**config.mk**
```make
export PLATFORM = sky130hd
export DESIGN_NAME = acd_cmd_decode
export DESIGN_NICKNAME = d
export VERILOG_FILES = /design/src/rtl/acd_coef_mem.v /design/src/rtl/acd_cmd_decode.v
export VERILOG_INCLUDE_DIRS = /design/src /design/src/shared
export SDC_FILE = /design/constraint.sdc
export NUM_CORES = 1
export LEC_CHECK = 0
export BUFFER_PORTS_ARGS = -buffer_cell sky130_fd_sc_hd__buf_2
export CAP_MARGIN = 0
export CORE_ASPECT_RATIO = 1.2
export CORE_MARGIN = 1.5
export CORE_UTILIZATION = 54
export CTS_CLUSTER_DIAMETER = 150
export DETAILED_ROUTE_END_ITERATION = 8
export GPL_TIMING_DRIVEN = 0
export PLACE_DENSITY = 0.72
export SLEW_MARGIN = 20
export SYNTH_ARGS = -nofsm -noshare
export SYNTH_HDL_FRONTEND = slang
export SYNTH_SLANG_ARGS = --single-unit
```
**constraint.sdc**
```tcl
create_clock -name clk_in -period 3.8 [get_ports clk_in]
set_clock_uncertainty 0.05 [all_clocks]
set_input_delay 0.95 -clock clk_in [delete_from_list [all_inputs] [get_ports clk_in]]
set_output_delay 0.95 -clock clk_in [all_outputs]
set_load 0.02 [all_outputs]
```
**src/shared/acd_defs.vh**
```
// Constants for the command decoder and register map of the converter.
// Assumes inclusion by bare name from every design file that needs them.
`ifndef ACD_DEFS_VH
`define ACD_DEFS_VH

// Command byte fields.
`define ACD_CMD_START      7
`define ACD_CMD_CLASS      6
`define ACD_CMD_ZERO       5
`define ACD_CMD_CAL_HI     5
`define ACD_CMD_CAL_LO     4
`define ACD_CMD_PD         3
`define ACD_CMD_SEL_HI     4
`define ACD_CMD_SEL_LO     1
`define ACD_CMD_RD         0

// Calibration type codes.
`define ACD_CAL_SELF       2'h1
`define ACD_CAL_SYS_OFS    2'h2
`define ACD_CAL_SYS_GAIN   2'h3

// Register select codes.
`define ACD_REG_STATUS     4'h0
`define ACD_REG_CFG1       4'h1
`define ACD_REG_CFG2       4'h2
`define ACD_REG_CFG3       4'h3
`define ACD_REG_DATA       4'h4
`define ACD_REG_SYS_OFS    4'h5
`define ACD_REG_SYS_GAIN   4'h6
`define ACD_REG_CHIP_OFS   4'h7
`define ACD_REG_CHIP_GAIN  4'h8

// Reset values.
`define ACD_RST_STATUS     8'h00
`define ACD_RST_CFG1       8'h02
`define ACD_RST_CFG2       8'h0f
`define ACD_RST_CFG3       8'h1e
`define ACD_RST_WORD       24'h00_0000

// Largest chip gain coefficient, just under two.
`define ACD_GAIN_MAX       24'hff_ffff

// Status bit positions.
`define ACD_ST_OVF         7
`define ACD_ST_RATE_HI     6
`define ACD_ST_RATE_LO     4
`define ACD_ST_OVER        3
`define ACD_ST_UNDER       2
`define ACD_ST_BUSY        1
`define ACD_ST_RDY         0

// Gain code position in the third configuration register.
`define ACD_GAIN_HI        7
`define ACD_GAIN_LO        5

// Data phase last bit indices, one less than the lengths in bits.
`define ACD_LEN_BYTE       5'h07
`define ACD_LEN_WORD       5'h17

`endif

```
**src/rtl/acd_coef_mem.v**
```verilog
// Four 24-bit correction coefficients with one write port and a registered read.
// Assumes the parent arbitrates writers and waits one clock for read data.
`include "acd_defs.vh"

module acd_coef_mem #(
	parameter WIDTH = 24,
	parameter DEPTH = 4
) (
	input  wire             clk_in,      // System clock.
	input  wire             rstn_in,     // Asynchronous reset, active low.
	input  wire             we_in,       // Write strobe, one cycle.
	input  wire [1:0]       waddr_in,    // Write entry.
	input  wire [WIDTH-1:0] wdata_in,    // Write data.
	input  wire [1:0]       raddr_in,    // Read entry.
	output reg  [WIDTH-1:0] rdata_out    // Read data, one clock after the address.
);

	// Entry storage, flops so that every coefficient resets to zero.
	reg [WIDTH-1:0] mem_q [0:DEPTH-1];

	genvar i;
	generate
		for (i = 0; i < DEPTH; i = i + 1) begin : g_ent
			// Each entry takes the write data when it is addressed.
			always @(posedge clk_in or negedge rstn_in) begin
				if (!rstn_in) begin
					mem_q[i] <= `ACD_RST_WORD;
				end else if (we_in && (waddr_in == i)) begin
					mem_q[i] <= wdata_in;
				end
			end
		end
	endgenerate

	// Registered read keeps the output path a clean flop.
	always @(posedge clk_in or negedge rstn_in) begin
		if (!rstn_in) begin
			rdata_out <= `ACD_RST_WORD;
		end else begin
			rdata_out <= mem_q[raddr_in];
		end
	end

endmodule // acd_coef_mem

```
**src/rtl/acd_cmd_decode.v**
```verilog
// Serial command decoder, register map and status keeper of the converter.
// Assumes the modulator engine runs on clk_in and reports with one-cycle pulses.
//
// Function
// - Class bit 0 means action request.
// - Class bit 1 means register access.
// - Calibration type 01/10/11 picks calibration kind.
// - Rate code starts conversion at eight rates.
// - Select codes 0 to 8 map registers.
// - Register widths and power-on values as listed.
// - Status read-only, fixed eight-bit layout.
// - Gain code bits 7:5, inert without gain.
// - Gain calibration overflow sets flag, caps coefficient.
// - Status rate is rate of last finished conversion or calibration.
// - Overrange flag follows clipped high result.
// - Underrange flag follows clipped low result.
// - Busy flag while modulator converts or calibrates.
// - Ready flag sets when result is stored.
// - Data read clears ready after next start.
// - Read during conversion clears ready at once.
// - Command byte: start bit, class, fields.
// - Input bits sampled on rising clock, select low.
// - Both directions most significant bit first.
// - Writes to data register are ignored.
`include "acd_defs.vh"

module acd_cmd_decode #(
	parameter HAS_PGA = 1  // Set to 0 for the variant without programmable gain.
) (
	input  wire        clk_in,          // System clock, 100 MHz.
	input  wire        rstn_in,         // Asynchronous reset, active low.
	input  wire        sclk_in,         // Serial clock pin from the host.
	input  wire        csn_in,          // Chip select pin, active low.
	input  wire        din_in,          // Serial data in pin.
	output reg         dout_out,        // Serial data out / ready pin value.
	output reg         dout_oen_out,    // Output enable of dout, low while driving.
	input  wire        conv_done_in,    // Conversion finished pulse.
	input  wire [23:0] conv_result_in,  // Clipped result, valid with conv_done_in.
	input  wire        conv_over_in,    // Result was clipped high.
	input  wire        conv_under_in,   // Result was clipped low.
	input  wire        cal_done_in,     // Calibration finished pulse.
	input  wire        cal_overflow_in, // Gain calibration ran out of range.
	output reg         start_conv_out,  // Start conversion pulse.
	output reg  [2:0]  conv_rate_out,   // Rate code of the started conversion.
	output reg         start_cal_out,   // Start calibration pulse.
	output reg  [1:0]  cal_type_out,    // Calibration kind of the started cycle.
	output reg         power_down_out,  // Immediate power-down pulse.
	output reg  [7:0]  cfg1_out,        // First configuration register.
	output reg  [7:0]  cfg2_out,        // GPIO configuration register.
	output reg  [7:0]  cfg3_out,        // Third configuration register.
	output reg  [2:0]  digital_gain_out // Effective digital gain code.
);

	// One-hot phases of the serial frame.
	localparam [1:0] PH_CMD  = 2'b01;
	localparam [1:0] PH_DATA = 2'b10;

	// Pin synchronisers; the first stage feeds only the second.
	reg        sclk_s1_q, sclk_s2_q, sclk_s3_q;
	reg        csn_s1_q, csn_s2_q;
	reg        din_s1_q, din_s2_q;

	// Serial engine state.
	reg [1:0]  ph_q;              // Frame phase.
	reg [4:0]  cnt_q;             // Bits taken in this phase.
	reg [23:0] rx_q;              // Receive shifter.
	reg [23:0] tx_q;              // Transmit shifter, left aligned.
	reg [3:0]  sel_q;             // Register select of the access.
	reg        rd_q;              // Access is a read.
	reg [4:0]  len_q;             // Last bit index of the data phase.
	reg [1:0]  ld_q;              // Read data load pipeline.

	// Register map contents.
	reg [23:0] data_q;            // Conversion result.
	reg        ovf_q;             // Gain calibration overflow flag.
	reg [2:0]  rate_st_q;         // Rate of the last finished conversion or calibration.
	reg        over_q, under_q;   // Clip flags.
	reg        busy_q;            // Modulator busy.
	reg        conv_run_q;        // A conversion, not a calibration, runs.
	reg        rdy_q;             // Result ready.
	reg        read_seen_q;       // Result was read while idle.
	reg [2:0]  run_rate_q;        // Rate of the cycle in progress.
	reg        gcal_q;            // Running cycle is a system gain calibration.

	// Decoded pulses of this cycle.
	reg        act_conv, act_cal, act_pd, wr_go, data_rd_done;
	reg [7:0]  cmd_b;

	wire        sclk_rise = sclk_s2_q & ~sclk_s3_q & ~csn_s2_q;
	wire        sclk_fall = ~sclk_s2_q & sclk_s3_q & ~csn_s2_q;
	wire [23:0] rx_next   = {rx_q[22:0], din_s2_q};
	wire [7:0]  status_w  = {ovf_q, rate_st_q, over_q, under_q, busy_q, rdy_q};
	wire        sel_coef  = (sel_q >= `ACD_REG_SYS_OFS) && (sel_q <= `ACD_REG_CHIP_GAIN);
	wire [3:0]  coef_idx  = sel_q - `ACD_REG_SYS_OFS;
	wire [23:0] coef_rd;
	wire        cap_gain  = cal_done_in & gcal_q & cal_overflow_in;

	// A capped gain coefficient has priority over a host write in the same clock.
	wire        mem_we    = cap_gain | (wr_go & sel_coef);
	wire [1:0]  mem_waddr = cap_gain ? 2'h3 : coef_idx[1:0];
	wire [23:0] mem_wdata = cap_gain ? `ACD_GAIN_MAX : rx_next;

	acd_coef_mem #(
		.WIDTH (24),
		.DEPTH (4)
	) u_coef (
		.clk_in    (clk_in),
		.rstn_in   (rstn_in),
		.we_in     (mem_we),
		.waddr_in  (mem_waddr),
		.wdata_in  (mem_wdata),
		.raddr_in  (coef_idx[1:0]),
		.rdata_out (coef_rd)
	);

	// Two flops on each pin; the third sclk stage exists only to find edges.
	always @(posedge clk_in or negedge rstn_in) begin
		if (!rstn_in) begin
			sclk_s1_q <= 1'b0;
			sclk_s2_q <= 1'b0;
			sclk_s3_q <= 1'b0;
			csn_s1_q  <= 1'b1;
			csn_s2_q  <= 1'b1;
			din_s1_q  <= 1'b0;
			din_s2_q  <= 1'b0;
		end else begin
			sclk_s1_q <= sclk_in;
			sclk_s2_q <= sclk_s1_q;
			sclk_s3_q <= sclk_s2_q;
			csn_s1_q  <= csn_in;
			csn_s2_q  <= csn_s1_q;
			din_s1_q  <= din_in;
			din_s2_q  <= din_s1_q;
		end
	end

	// Decode of the frame end points; pure function of the current bit.
	always @* begin
		act_conv     = 1'b0;
		act_cal      = 1'b0;
		act_pd       = 1'b0;
		wr_go        = 1'b0;
		data_rd_done = 1'b0;
		cmd_b        = rx_next[7:0];
		if (sclk_rise) begin
			case (ph_q)
				PH_CMD: begin
					// Bytes without the start bit or with class 1 set no action here.
					if ((cnt_q == `ACD_LEN_BYTE) && cmd_b[`ACD_CMD_START] && !cmd_b[`ACD_CMD_CLASS]) begin
						if (cmd_b[`ACD_CMD_PD]) begin
							act_pd = 1'b1;
						end else if (cmd_b[`ACD_CMD_CAL_HI:`ACD_CMD_CAL_LO] != 2'h0) begin
							act_cal = (cmd_b[2:0] == 3'h0);
						end else begin
							act_conv = 1'b1;
						end
					end
				end
				PH_DATA: begin
					if (cnt_q == len_q) begin
						wr_go        = ~rd_q;
						data_rd_done = rd_q & (sel_q == `ACD_REG_DATA);
					end
				end
				default: begin
					wr_go = 1'b0;
				end
			endcase
		end
	end

	// Serial frame engine: shifts in on rising edges, out on falling edges.
	always @(posedge clk_in or negedge rstn_in) begin
		if (!rstn_in) begin
			ph_q         <= PH_CMD;
			cnt_q        <= 5'h00;
			rx_q         <= `ACD_RST_WORD;
			tx_q         <= `ACD_RST_WORD;
			sel_q        <= `ACD_REG_STATUS;
			rd_q         <= 1'b0;
			len_q        <= `ACD_LEN_BYTE;
			ld_q         <= 2'b00;
			dout_out     <= 1'b1;
			dout_oen_out <= 1'b1;
		end else begin
			dout_oen_out <= csn_s2_q;
			ld_q         <= {ld_q[0], 1'b0};
			// Read data waits a clock for the coefficient memory.
			if (ld_q[1]) begin
				case (sel_q)
					`ACD_REG_STATUS: tx_q <= {status_w, 16'h0000};
					`ACD_REG_CFG1:   tx_q <= {cfg1_out, 16'h0000};
					`ACD_REG_CFG2:   tx_q <= {cfg2_out, 16'h0000};
					`ACD_REG_CFG3:   tx_q <= {cfg3_out, 16'h0000};
					`ACD_REG_DATA:   tx_q <= data_q;
					default: begin
						tx_q <= sel_coef ? coef_rd : `ACD_RST_WORD;
					end
				endcase
			end
			if (csn_s2_q) begin
				// A released select abandons any partial byte.
				ph_q  <= PH_CMD;
				cnt_q <= 5'h00;
			end else if (sclk_rise) begin
				rx_q  <= rx_next;
				cnt_q <= cnt_q + 5'h01;
				case (ph_q)
					PH_CMD: begin
						if (cnt_q == `ACD_LEN_BYTE) begin
							cnt_q <= 5'h00;
							if (cmd_b[`ACD_CMD_START] && cmd_b[`ACD_CMD_CLASS] && !cmd_b[`ACD_CMD_ZERO]) begin
								ph_q  <= PH_DATA;
								sel_q <= cmd_b[`ACD_CMD_SEL_HI:`ACD_CMD_SEL_LO];
								rd_q  <= cmd_b[`ACD_CMD_RD];
								ld_q  <= {1'b0, cmd_b[`ACD_CMD_RD]};
								// Word registers take 24 bits, all others a byte.
								if ((cmd_b[4:1] >= `ACD_REG_DATA) && (cmd_b[4:1] <= `ACD_REG_CHIP_GAIN)) begin
									len_q <= `ACD_LEN_WORD;
								end else begin
									len_q <= `ACD_LEN_BYTE;
								end
							end
						end
					end
					PH_DATA: begin
						if (cnt_q == len_q) begin
							ph_q  <= PH_CMD;
							cnt_q <= 5'h00;
						end
					end
					default: begin
						ph_q <= PH_CMD;
					end
				endcase
			end
			// During a read the shifter drives the pin; otherwise the pin shows not-ready.
			if (ph_q == PH_DATA && rd_q) begin
				if (sclk_fall) begin
					dout_out <= tx_q[23];
					tx_q     <= {tx_q[22:0], 1'b0};
				end
			end else begin
				dout_out <= ~rdy_q;
			end
		end
	end

	// Configuration registers; status and data writes fall through unchanged.
	always @(posedge clk_in or negedge rstn_in) begin
		if (!rstn_in) begin
			cfg1_out         <= `ACD_RST_CFG1;
			cfg2_out         <= `ACD_RST_CFG2;
			cfg3_out         <= `ACD_RST_CFG3;
			digital_gain_out <= 3'h0;
		end else if (wr_go) begin
			case (sel_q)
				`ACD_REG_CFG1: cfg1_out <= rx_next[7:0];
				`ACD_REG_CFG2: cfg2_out <= rx_next[7:0];
				`ACD_REG_CFG3: begin
					cfg3_out <= rx_next[7:0];
					// Without the gain stage the code is stored but drives nothing.
					digital_gain_out <= (HAS_PGA != 0) ? rx_next[`ACD_GAIN_HI:`ACD_GAIN_LO] : 3'h0;
				end
				default: begin
					cfg1_out <= cfg1_out;
				end
			endcase
		end
	end

	// Action pulses towards the modulator engine.
	always @(posedge clk_in or negedge rstn_in) begin
		if (!rstn_in) begin
			start_conv_out <= 1'b0;
			start_cal_out  <= 1'b0;
			power_down_out <= 1'b0;
			conv_rate_out  <= 3'h0;
			cal_type_out   <= 2'h0;
		end else begin
			start_conv_out <= act_conv;
			start_cal_out  <= act_cal;
			power_down_out <= act_pd;
			if (act_conv) begin
				conv_rate_out <= cmd_b[2:0];
			end
			if (act_cal) begin
				cal_type_out <= cmd_b[`ACD_CMD_CAL_HI:`ACD_CMD_CAL_LO];
			end
		end
	end

	// Status flags, result register and the ready handshake.
	always @(posedge clk_in or negedge rstn_in) begin
		if (!rstn_in) begin
			data_q      <= `ACD_RST_WORD;
			ovf_q       <= 1'b0;
			rate_st_q   <= 3'h0;
			over_q      <= 1'b0;
			under_q     <= 1'b0;
			busy_q      <= 1'b0;
			conv_run_q  <= 1'b0;
			rdy_q       <= 1'b0;
			read_seen_q <= 1'b0;
			run_rate_q  <= 3'h0;
			gcal_q      <= 1'b0;
		end else begin
			// Busy covers conversions and calibrations alike; power-down ends both.
			if (act_conv || act_cal) begin
				busy_q     <= 1'b1;
				conv_run_q <= act_conv;
				gcal_q     <= act_cal && (cmd_b[5:4] == `ACD_CAL_SYS_GAIN);
			end else if (act_pd || conv_done_in || cal_done_in) begin
				busy_q     <= 1'b0;
				conv_run_q <= 1'b0;
			end
			// Calibration keeps the rate of the last conversion for its coefficients.
			if (act_conv) begin
				run_rate_q <= cmd_b[2:0];
			end
			if (conv_done_in) begin
				data_q    <= conv_result_in;
				rate_st_q <= run_rate_q;
				over_q    <= conv_over_in;
				under_q   <= conv_under_in;
			end
			if (cal_done_in) begin
				rate_st_q <= run_rate_q;
				if (gcal_q) begin
					ovf_q <= cal_overflow_in;
				end
			end
			// A new result beats any clear landing in the same clock.
			if (conv_done_in) begin
				rdy_q       <= 1'b1;
				read_seen_q <= 1'b0;
			end else if (data_rd_done && conv_run_q) begin
				rdy_q       <= 1'b0;
				read_seen_q <= 1'b0;
			end else if (act_conv) begin
				rdy_q       <= rdy_q & ~read_seen_q;
				read_seen_q <= 1'b0;
			end else if (data_rd_done && rdy_q) begin
				read_seen_q <= 1'b1;
			end
		end
	end

endmodule // acd_cmd_decode

```
* Yosys cells after proc, flatten, opt, wreduce, memory -nomap -nowiden
Index checks and enable logic that the tools add are counted.
** Operators by class
- Add/subtract/negate cells :: 2
- Order comparisons :: 5
- Equality and inequality tests :: 16
- Mux-type cells :: 61
- Bitwise logic cells :: 17
- Reduce and logical (&&, ||, !) cells :: 35
** Operators by type and width (number)
- $mux 24 :: 7
- $pmux 24 s5 :: 1
- $bmux 24 s2 :: 1
- $mux 1 :: 32
- $mux 5 :: 5
- $mux 2 :: 11
- $logic_and 1x1->1 :: 14
- $pmux 5 s2 :: 1
- $reduce_and 2->1 :: 5
- $and 1x1->1 :: 9
- $ne 3x3->1 const B :: 3
- $eq 2x2->1 const B :: 4
- $eq 4x2->1 const B :: 2
- $ge 4x3->1 const B :: 2
- $le 4x4->1 const B :: 2
- $reduce_bool 2->1 :: 4
- $mux 3 :: 2
- $not 1->1 :: 6
- $add 5x1->5 const B :: 1
- $eq 5x3->1 const B :: 1
- $eq 5x5->1 :: 1
- $reduce_and 5->1 :: 1
- $eq 2x1->1 const B :: 2
- $eq 4x1->1 const B :: 1
- other kinds (15) :: 18
** Storage, ports and cells
- Bits in registers :: 265
- Input bits :: 34
- Output and inout bits :: 37

* Logic depth before layout (Yosys ltp)
Gate-level depths: netlist of run 1.
- Word-level depth :: 10
- Mapped depth :: 9
- Mapped depth without buffers :: 7

* By module
Synthesis of run 1 repeated with hierarchy kept, for this count alone.
** Unflattened totals
- Cell total of the unflattened synthesis :: 828
- Area total of the unflattened synthesis :: 11088.1 um^2
** By module, submodules not included
- acd_cmd_decode :: instances 1, cells an instance 570, area each 6316.1 um^2
- acd_coef_mem :: instances 1, cells an instance 258, area each 4772.1 um^2

* Least setup slack after synthesis of run 1
No wires, ideal clock.
- Kind :: register to register
- Start point :: register sel_q[0]
- End point :: register u_coef.mem_q[52] in the netlist's numbering
- Library setup time :: 0.125 ns
- Data arrival time :: 2.251 ns
- Data required time :: 3.625 ns
- Setup slack :: 1.374 ns
- Stages on the path, launching flop included :: 10
- Buffers on the path :: 3
- Period minus slack after synthesis :: 2.426 ns
- Cells stage by stage :: dfrtp_1 buf_2 inv_1 ha_1 nor2b_1 o21ai_1 and4_1 buf_2 buf_4 mux2_2
** On the way
- Longest elaborated chain between the ends :: 5
- Elaborated cells between the ends (all ways) :: 9
** Ends and longest elaborated chain
- start: declaration :: RTL line acd_cmd_decode.v:68 : reg [3:0] sel_q;
- start signal: assignment :: RTL line acd_cmd_decode.v:179 : sel_q <= `ACD_REG_STATUS;
- start signal: assignment :: RTL line acd_cmd_decode.v:214 : sel_q <= cmd_b[`ACD_CMD_SEL_HI:`ACD_CMD_SEL_LO];
- $ge 4x3->1 (no source line) / $le 4x4->1 (equally long branches)
- $logic_and 1x1->1 :: RTL line acd_cmd_decode.v:93 : wire sel_coef = (sel_q >= `ACD_REG_SYS_OFS) && (sel_q <= `ACD_REG_CHIP_GAIN);
- $and 1x1->1 :: RTL line acd_cmd_decode.v:99 : wire mem_we = cap_gain | (wr_go & sel_coef);
- $or 1x1->1 :: RTL line acd_cmd_decode.v:99
- $logic_and 1x1->1 (*) :: RTL line acd_coef_mem.v:28 : end else if (we_in && (waddr_in == i)) begin
- end signal: indexed assignment :: RTL line acd_coef_mem.v:27 : mem_q[i] <= `ACD_RST_WORD;
- end signal: indexed assignment :: RTL line acd_coef_mem.v:29 : mem_q[i] <= wdata_in;
- end: declaration :: RTL line acd_coef_mem.v:19 : reg [WIDTH-1:0] mem_q [0:DEPTH-1];
Mark *: on every way between the ends. The rest lies on a longest branch, timed or not.
A chain may end at the register's enable or synchronous reset.

* Worst setup path after layout of run 1
- Start point :: register sel_q[0]
- End point :: register u_coef.mem_q[66] in the netlist's numbering
Same word-level chain as after synthesis.

==> metrics.md, run 1 <==
| Metric | Value |
|---|---|
| Final hold slack | `0.262 ns` |
| Antenna viol nets, final | `0` |
| Core Rows | `56` |
| Placed standard-cell area | `11600 sq um` |
| CTS clock-pin slew for the worst setup and hold paths | `0.06 ns` |
| Proportion of register bits with asynchronous set or reset after synthesis | `1.00` |
| Pwr dens | `455 nW/um^2` |
| Number of synthesized flops with an enable pin | `0` |
| Synthesis Warnings | `0` |
| Sequential element share of the synthesized area | `0.598` |
| Setup repair after global routing missed its margin | `false` |
| Final cycle utilization of the critical path | `0.782` |
| Class of the most critical hold timing path | `in2async` |
| DPL Wire Length | `16.4 mm` |
| Net total in the final layout | `956` |
| Violation count after the first detailed-route iteration | `383` |
| GRT overflow | `0` |
| Number of instances in the synthesized netlist | `813` |
| Number of setup buffers added after CTS | `0` |
| Dominant cell by count in the synthesized netlist | `sky130_fd_sc_hd__dfrtp_1` |
| Worst Tran Pin Value | `0.972 ns` |
| Detailed-route wire length | `23.9 mm` |
| Detailed-route wire length per cell | `20.0 um` |
| Final instance area | `12500 sq um` |
| Floorplan core area | `19600 sq um` |
| Required time of the worst setup path | `4.16 ns` |
| Share of the synthesized area in the top cell type | `0.564` |
| Largest net degree at the start of global routing | `82` |
| Primary flip-flop cell chosen by synthesis mapping | `sky130_fd_sc_hd__dfrtp_1` |
| Net count of the mapped netlist | `855` |
| Iteration count of the initial detailed-routing pass | `5` |
| Number of vias per cell after detailed routing | `5.77` |
| Die Outline Area | `20900 sq um` |
| Inserted Clock Buffers | `26` |
| Cells resized by post-CTS repair | `0` |
| Final sum of negative setup slack | `0 ns` |
| Final critical delay including setup and external delays | `2.97 ns` |
| Io pins | `71` |
| Worst reg-to-reg path cell count | `9` |
| Sort of element at the start of the critical path | `flip-flop` |
| Cell types occupying the most area after synthesis | `sky130_fd_sc_hd__dfrtp_1 56%, sky130_fd_sc_hd__mux2_2 9.8%, sky130_fd_sc_hd__mux4_2 5.0%` |
| Timing startpoint of the critical path | `sel_q[0]$_DFFE_PN0P_` |
| Slew Viols, Final | `0` |
| Overall fraction of global-route tracks in use | `0.239` |
| Width of the die | `132 um` |
| Clock tree from TritonCTS | `built` |
| Share of layout cells above drive strength 1 | `0.300` |
| Final setup viols | `0` |
| Number of remaining DRC errors | `0` |
| Count of input and output buffers | `70` |
| Number of antenna violations at the first check in global routing | `1` |
| Initial Util | `0.552` |
| R2R setup slack | `0.83 ns` |
| Vias post-DR | `6895` |
| Max Cap Violations | `0` |
| Gpl congestion | `0.792` |
| Class of the most critical setup path | `reg2reg` |
| Static leakage | `6.11 nW` |
| Critical register-to-register path startpoint | `sel_q[0]$_DFFE_PN0P_` |
| Netlist area before placement | `10800 sq um` |
| Cell Count, Final, Fillers Out | `1194` |
| Total of flip-flops plus latches after synthesis | `258` |
| CTS H-Tree Depth | `1` |
| Largest fanout on the critical path | `10` |
| Run status | `completed` |
| Y dimension of the die | `158 um` |
| Netlist cell types | `59` |
| Number of hold buffers added after CTS | `0` |
| Number of global-route vias before repair | `7297` |
| Sinks on Clock Net | `258` |
| Post-placement cell count | `1147` |
| Insertion delay of the later-clocked pin in the worst-skew pair | `0.54 ns` |
| Cell at the root of the clock tree | `sky130_fd_sc_hd__clkbuf_16` |
| Synthesized area divided by synthesized cell count | `13.3 sq um` |
| Arr. time, crit path | `3.33 ns` |
| Post-synth top cells | `244 x sky130_fd_sc_hd__dfrtp_1, 103 x sky130_fd_sc_hd__nand2_1, 94 x sky130_fd_sc_hd__mux2_2` |
| CTS Buffer Depth | `3` |
| Final Hold Viols | `0` |
| Maximum vdd drop | `0.394 mV` |
| Worst setup EP type | `flip-flop` |
| Relative slew slack | `0.347` |
| Wire length of the first global-routing pass | `39.2 mm` |
| Area Growth Syn to Fin | `15.1%` |
| Destination of the worst register-to-register timing path | `u_coef.mem_q[66]$_DFFE_PN0P_` |
| Peak clock frequency supported by timing | `337 MHz` |
| Library cell with the largest summed area after synthesis | `sky130_fd_sc_hd__dfrtp_1` |
## registers in the layout, summed over array words and instances (netlist names), 4 cells and up
register,count
sel_q,4
cnt_q,5
tx_q,24
cfg1_out,8
cfg2_out,8
cfg3_out,8
u_coef.mem_q,96
rx_q,23
data_q,24
u_coef.rdata_out,24
## worst max-delay path by stage
stage                              endpoint  slack, ns  cells after the start
5_1_grt        u_coef.mem_q[66]$_DFFE_PN0P_       0.71                      9
2_1_floorplan  u_coef.mem_q[52]$_DFFE_PN0P_       1.37                      9
6_report       u_coef.mem_q[66]$_DFFE_PN0P_       0.83                      9
3_5_place_dp   u_coef.mem_q[86]$_DFFE_PN0P_       0.87                      8
4_1_cts        u_coef.mem_q[90]$_DFFE_PN0P_       0.87                      8
3_3_place_gp           rx_q[10]$_DFFE_PN0P_      -2.87                      1
## worst max-delay path, cell delays in order (launching register included)
cell                      delay, ns
sky130_fd_sc_hd__dfrtp_1       0.42
sky130_fd_sc_hd__buf_2         0.31
sky130_fd_sc_hd__inv_1         0.14
sky130_fd_sc_hd__ha_1          0.29
sky130_fd_sc_hd__nor2b_1       0.16
sky130_fd_sc_hd__o21ai_1       0.40
sky130_fd_sc_hd__and4_1        0.28
sky130_fd_sc_hd__buf_2         0.20
sky130_fd_sc_hd__buf_4         0.24
sky130_fd_sc_hd__mux2_2        0.36
## cell type report
type	count	area, sq um
Fill cell	1489	7160
Sequential cell	258	6470
Multi-Input combinational cell	486	4060
Clock buffer	32	703
Timing Repair Buffer	73	443
Tap cell	261	327
Buffer	56	245
Clock inverter	14	156
Inverter	13	48.8
Antenna cell	1	2.50
## power by group
| group | switching (mW) | leakage (nW) | internal, mW | total (mW) |
|---|---|---|---|---|
| Sequential | 0.0498 | 3.47 | 2.80 | 2.85 |
| Combinational | 0.184 | 2.20 | 0.0807 | 0.265 |
| Clock | 1.03 | 0.434 | 1.51 | 2.55 |
| Total | 1.27 | 6.11 | 4.40 | 5.67 |
## through the flow
stage	utilization	power, mW	setup slack (ns)
global placement	0.586	3.15	-2.87
detailed placement	0.591	3.17	0.872
floorplan	-	3.00	1.37
global route	0.635	5.87	0.712
CTS	0.635	5.73	0.865
finish	0.635	5.67	0.830
## per-layer routing
layer,vias up,track usage,part of all wire
met4,0,0.0879,0.029
met5,-,0,0
met1,3509,0.312,0.42
met3,51,0.0407,0.057
li1,3151,-,-
met2,184,0.405,0.49
## logic make-up (layout without fill, tap and decap cells)
kind of cell | Yosys count | count (layout) | share of synthesized area
mux | 161 | 161 | 0.192
simple gates | 189 | 189 | 0.0828
xor+xnor | 1 | 1 | 0.000809
compound gates | 127 | 127 | 0.0898
other cells | 0 | 1 | 0
buf+inv | 69 | 188 | 0.0272
flops | 258 | 258 | 0.598
fa+ha+maj | 8 | 8 | 0.00925
## cell usage in the layout, fill, tap and decap left out, types with 4 or more instances in the layout
cell type | netlist | final
sky130_fd_sc_hd__buf_2 | 13 | 82
sky130_fd_sc_hd__a221oi_1 | 21 | 21
sky130_fd_sc_hd__mux2_1 | 40 | 40
sky130_fd_sc_hd__inv_1 | 13 | 13
sky130_fd_sc_hd__nor2_1 | 33 | 33
sky130_fd_sc_hd__a21oi_1 | 11 | 11
sky130_fd_sc_hd__o31ai_1 | 22 | 22
sky130_fd_sc_hd__clkbuf_1 | 35 | 38
sky130_fd_sc_hd__o21ai_0 | 10 | 10
sky130_fd_sc_hd__mux2_2 | 94 | 94
sky130_fd_sc_hd__nand3_1 | 7 | 7
sky130_fd_sc_hd__o22a_1 | 24 | 24
sky130_fd_sc_hd__nor3_1 | 5 | 5
sky130_fd_sc_hd__clkbuf_16 | 0 | 26
sky130_fd_sc_hd__a211oi_1 | 8 | 8
sky130_fd_sc_hd__nand2b_1 | 4 | 4
sky130_fd_sc_hd__a31o_2 | 4 | 4
sky130_fd_sc_hd__a22oi_1 | 6 | 6
sky130_fd_sc_hd__mux4_2 | 24 | 24
sky130_fd_sc_hd__a222oi_1 | 5 | 5
sky130_fd_sc_hd__buf_4 | 5 | 5
sky130_fd_sc_hd__clkinv_2 | 0 | 10
sky130_fd_sc_hd__dfrtp_1 | 244 | 244
sky130_fd_sc_hd__nor2b_1 | 8 | 8
sky130_fd_sc_hd__ha_1 | 8 | 8
sky130_fd_sc_hd__nand2_1 | 103 | 103
sky130_fd_sc_hd__dfstp_2 | 14 | 14
Note: power is estimated with default switching activity, not from simulation.
==> inputs of run 2 (changes only) <==
Settings changed: ABC_AREA set to 1.
Clock period 3.8 ns to 2.9 ns, I/O delays scaled along.
==> run 2 against run 1 <==
Register-to-register slack lost 0.67 ns. Sequential power grew 32%. Flip-flop and latch count did not move. Global-route usage is 3.2 points higher. Critical path type unchanged.
==> metrics.md, run 2 <==
| Metric | Value |
|---|---|
| Run status | `completed` |
| Flip-flop count of the largest register after layout | `96` |
| Largest fanout on the critical path | `12` |
| Top reg by flops | `u_coef.mem_q` |
| Initial Util | `0.556` |
| Detailed-route wire length per cell | `15.9 um` |
| Placed standard-cell area | `12500 sq um` |
| Peak clock frequency supported by timing | `364 MHz` |
| Synthesized area divided by synthesized cell count | `7.98 sq um` |
| Arr. time, crit path | `3.09 ns` |
| Setup repair after global routing missed its margin | `false` |
| Vias post-DR | `9630` |
| Post-synth top cells | `470 x sky130_fd_sc_hd__nand2_1, 244 x sky130_fd_sc_hd__dfrtp_1, 200 x sky130_fd_sc_hd__inv_1` |
| Filler cell count | `1779` |
| Number of hold buffers added after CTS | `0` |
| Core Rows | `58` |
| Total Power Consumption | `7.96 mW` |
| Cell types occupying the most area after synthesis | `sky130_fd_sc_hd__dfrtp_1 52%, sky130_fd_sc_hd__nand2_1 15%, sky130_fd_sc_hd__inv_1 6.4%` |
| Proportion of register bits with asynchronous set or reset after synthesis | `1.00` |
| Inserted Clock Buffers | `26` |
| Overall fraction of global-route tracks in use | `0.271` |
| Net count of the mapped netlist | `1513` |
| Area share of fa/ha/maj cells after synthesis | `0.00853` |
| Violation count after the first detailed-route iteration | `665` |
| Sequential element share of the synthesized area | `0.551` |
| Most common cell after layout, fill and taps aside | `sky130_fd_sc_hd__nand2_1` |
| Width of the die | `138 um` |
| CTS clock-pin slew for the worst setup and hold paths | `0.07 ns` |
| Total of flip-flops plus latches after synthesis | `258` |
| Required time of the worst setup path | `3.24 ns` |
| Slew Viols, Final | `0` |
| Pwr dens | `591 nW/um^2` |
| Final critical delay including setup and external delays | `2.74 ns` |
| Io pins | `71` |
| Share of the synthesized area in the top cell type | `0.520` |
| Max Cap Violations | `0` |
| GRT overflow | `0` |
| DPL Wire Length | `20.5 mm` |
| Wire length of the first global-routing pass | `47.6 mm` |
| Synth Area in Compound Gates | `0.108` |
| Floorplan core area | `21100 sq um` |
| Clock tree from TritonCTS | `built` |
| Netlist area before placement | `11700 sq um` |
| Setup slack of the critical path after layout | `0.155 ns` |
| Area Growth Syn to Fin | `14.8%` |
| Multiplexer fraction of the synthesized cell area | `0` |
| Iteration count of the initial detailed-routing pass | `5` |
| Synth Area in XOR/XNOR | `0.000746` |
| Dominant cell by count in the synthesized netlist | `sky130_fd_sc_hd__nand2_1` |
| Combined buffer and inverter count along the critical path | `5` |
| Relative slew slack | `0.517` |
| Antenna viol nets, final | `0` |
| CP peak stage delay | `0.46 ns` |
| Static leakage | `6.88 nW` |
| Pre-CTS worst setup slack | `-0.123 ns` |
| Most used cells in the layout excluding fill and tap cells | `470 x sky130_fd_sc_hd__nand2_1, 243 x sky130_fd_sc_hd__dfrtp_1, 200 x sky130_fd_sc_hd__inv_1, 104 x sky130_fd_sc_hd__nand3_1, 87 x sky130_fd_sc_hd__buf_2` |
| Ant diodes | `0` |
| Number of instances in the synthesized netlist | `1471` |
| Slowest cell on the critical path | `sky130_fd_sc_hd__dfrtp_2` |
| Number of global-route vias before repair | `9376` |
| Net total in the final layout | `1613` |
| Simple-gate portion of the synthesized area | `0.233` |
| Number of remaining DRC errors | `0` |
| Y dimension of the die | `165 um` |
| Number of vias per cell after detailed routing | `5.17` |
| Library cell with the largest summed area after synthesis | `sky130_fd_sc_hd__dfrtp_1` |
| Gpl congestion | `0.879` |
| Insertion delay of the later-clocked pin in the worst-skew pair | `0.53 ns` |
| Final cycle utilization of the critical path | `0.946` |
| Cells traversed along the worst timing path | `clkinvlp_4 > clkbuf_2 > ha_1 > inv_1 > clkbuf_1 > clkbuf_2 > a21oi_1 > a21oi_1` |
| Cell at the root of the clock tree | `sky130_fd_sc_hd__clkbuf_16` |
| Worst Tran Pin Value | `0.725 ns` |
| Synthesis Warnings | `0` |
| Worst setup EP type | `flip-flop` |
| Number of setup buffers added after CTS | `0` |
| Number of synthesized flops with an enable pin | `0` |
| CTS H-Tree Depth | `1` |
| Class of the most critical hold timing path | `in2async` |
| Sort of element at the start of the critical path | `flip-flop` |
| Netlist cell types | `33` |
| Detailed-route wire length | `29.5 mm` |
| Final setup viols | `0` |
| Maximum vdd drop | `0.565 mV` |
| Class of the most critical setup path | `reg2reg` |
| Primary flip-flop cell chosen by synthesis mapping | `sky130_fd_sc_hd__dfrtp_1` |
| Number of antenna violations at the first check in global routing | `0` |
| Final Hold Viols | `0` |
| Count of input and output buffers | `70` |
| Die Outline Area | `22600 sq um` |
| Share of layout cells above drive strength 1 | `0.118` |
| CTS Buffer Depth | `3` |
| Combinational family with the most area after synthesis | `simple AND/OR/NAND/NOR gates` |
| Final instance area | `13500 sq um` |
| Sinks on Clock Net | `258` |
| Largest net degree at the start of global routing | `96` |
| CP top delay family | `buffers and inverters` |
==> run 2: path summary, 6_finish.rpt <==
check                                           from                              to  slack [ns]  cells after the start
worst max-delay path            sel_q[0]$_DFFE_PN0P_  u_coef.rdata_out[17]$_DFF_PN0_        0.16                      8
worst min-delay path                         rstn_in        rate_st_q[0]$_DFFE_PN0P_        0.16                      1
worst max register to register  sel_q[0]$_DFFE_PN0P_  u_coef.rdata_out[17]$_DFF_PN0_        0.16                      8
worst min register to register    din_s1_q$_DFF_PN0_              din_s2_q$_DFF_PN0_        0.30                      0
max in group asynchronous                    rstn_in   u_coef.rdata_out[8]$_DFF_PN0_        1.75                      2
min in group clk_in                           csn_in              csn_s1_q$_DFF_PN1_        0.24                      1
==> run 2: cell type report <==
class	instances	area [sq um]	share of cell area
plain buffers	71	374	0.0278
clock buffers	39	801	0.0594
clock inverters	9	170	0.0126
inverters	208	785	0.0582
multi-input cells	934	4120	0.306
flip-flops and latches	258	6470	0.481
well taps	270	338	0.0251
repair buffers	72	415	0.0308
==> run 2: what timing repair did <==
item,in CTS,in global routing
gates resized for setup,4,3
cloned,0,0
endpoints found under the setup margin,39,68
==> run 2: report_power, final <==
part / switching [mW] / internal, mW / leakage [nW]
Sequential: 0.0692 / 3.69 / 2.85
Clock: 1.40 / 2.35 / 0.481
Combinational: 0.344 / 0.108 / 3.55
==> run 2: cell families (layout without fill, tap and decap cells) <==
family	count (synthesis)	count (layout)
compound gates	250	250
xor+xnor	1	1
fa+ha+maj	8	8
buf+inv	279	399
flops	258	258
simple gates	675	675
==> run 2: stage by stage <==
| step | util | instances | hold WS, ns | TNS (ns) |
|---|---|---|---|---|
| 2_1_floorplan | - | 1471 | 0.281 | 0 |
| 3_3_place_gp | 0.588 | 1811 | 0.284 | -894.23 |
| 3_5_place_dp | 0.592 | 1813 | 0.286 | -1.36 |
| 4_1_cts | 0.638 | 1861 | 0.195 | 0 |
| 5_1_grt | 0.638 | 1861 | 0.231 | 0 |
| 6_report | 0.638 | 1861 | 0.160 | 0 |
==> run 2: per-layer routing <==
layer / GRT usage / routed length [um]
met5: 0 / 0
met4: 0.129 / 1390
met3: 0.0374 / 1630
met2: 0.442 / 13700
met1: 0.357 / 12800
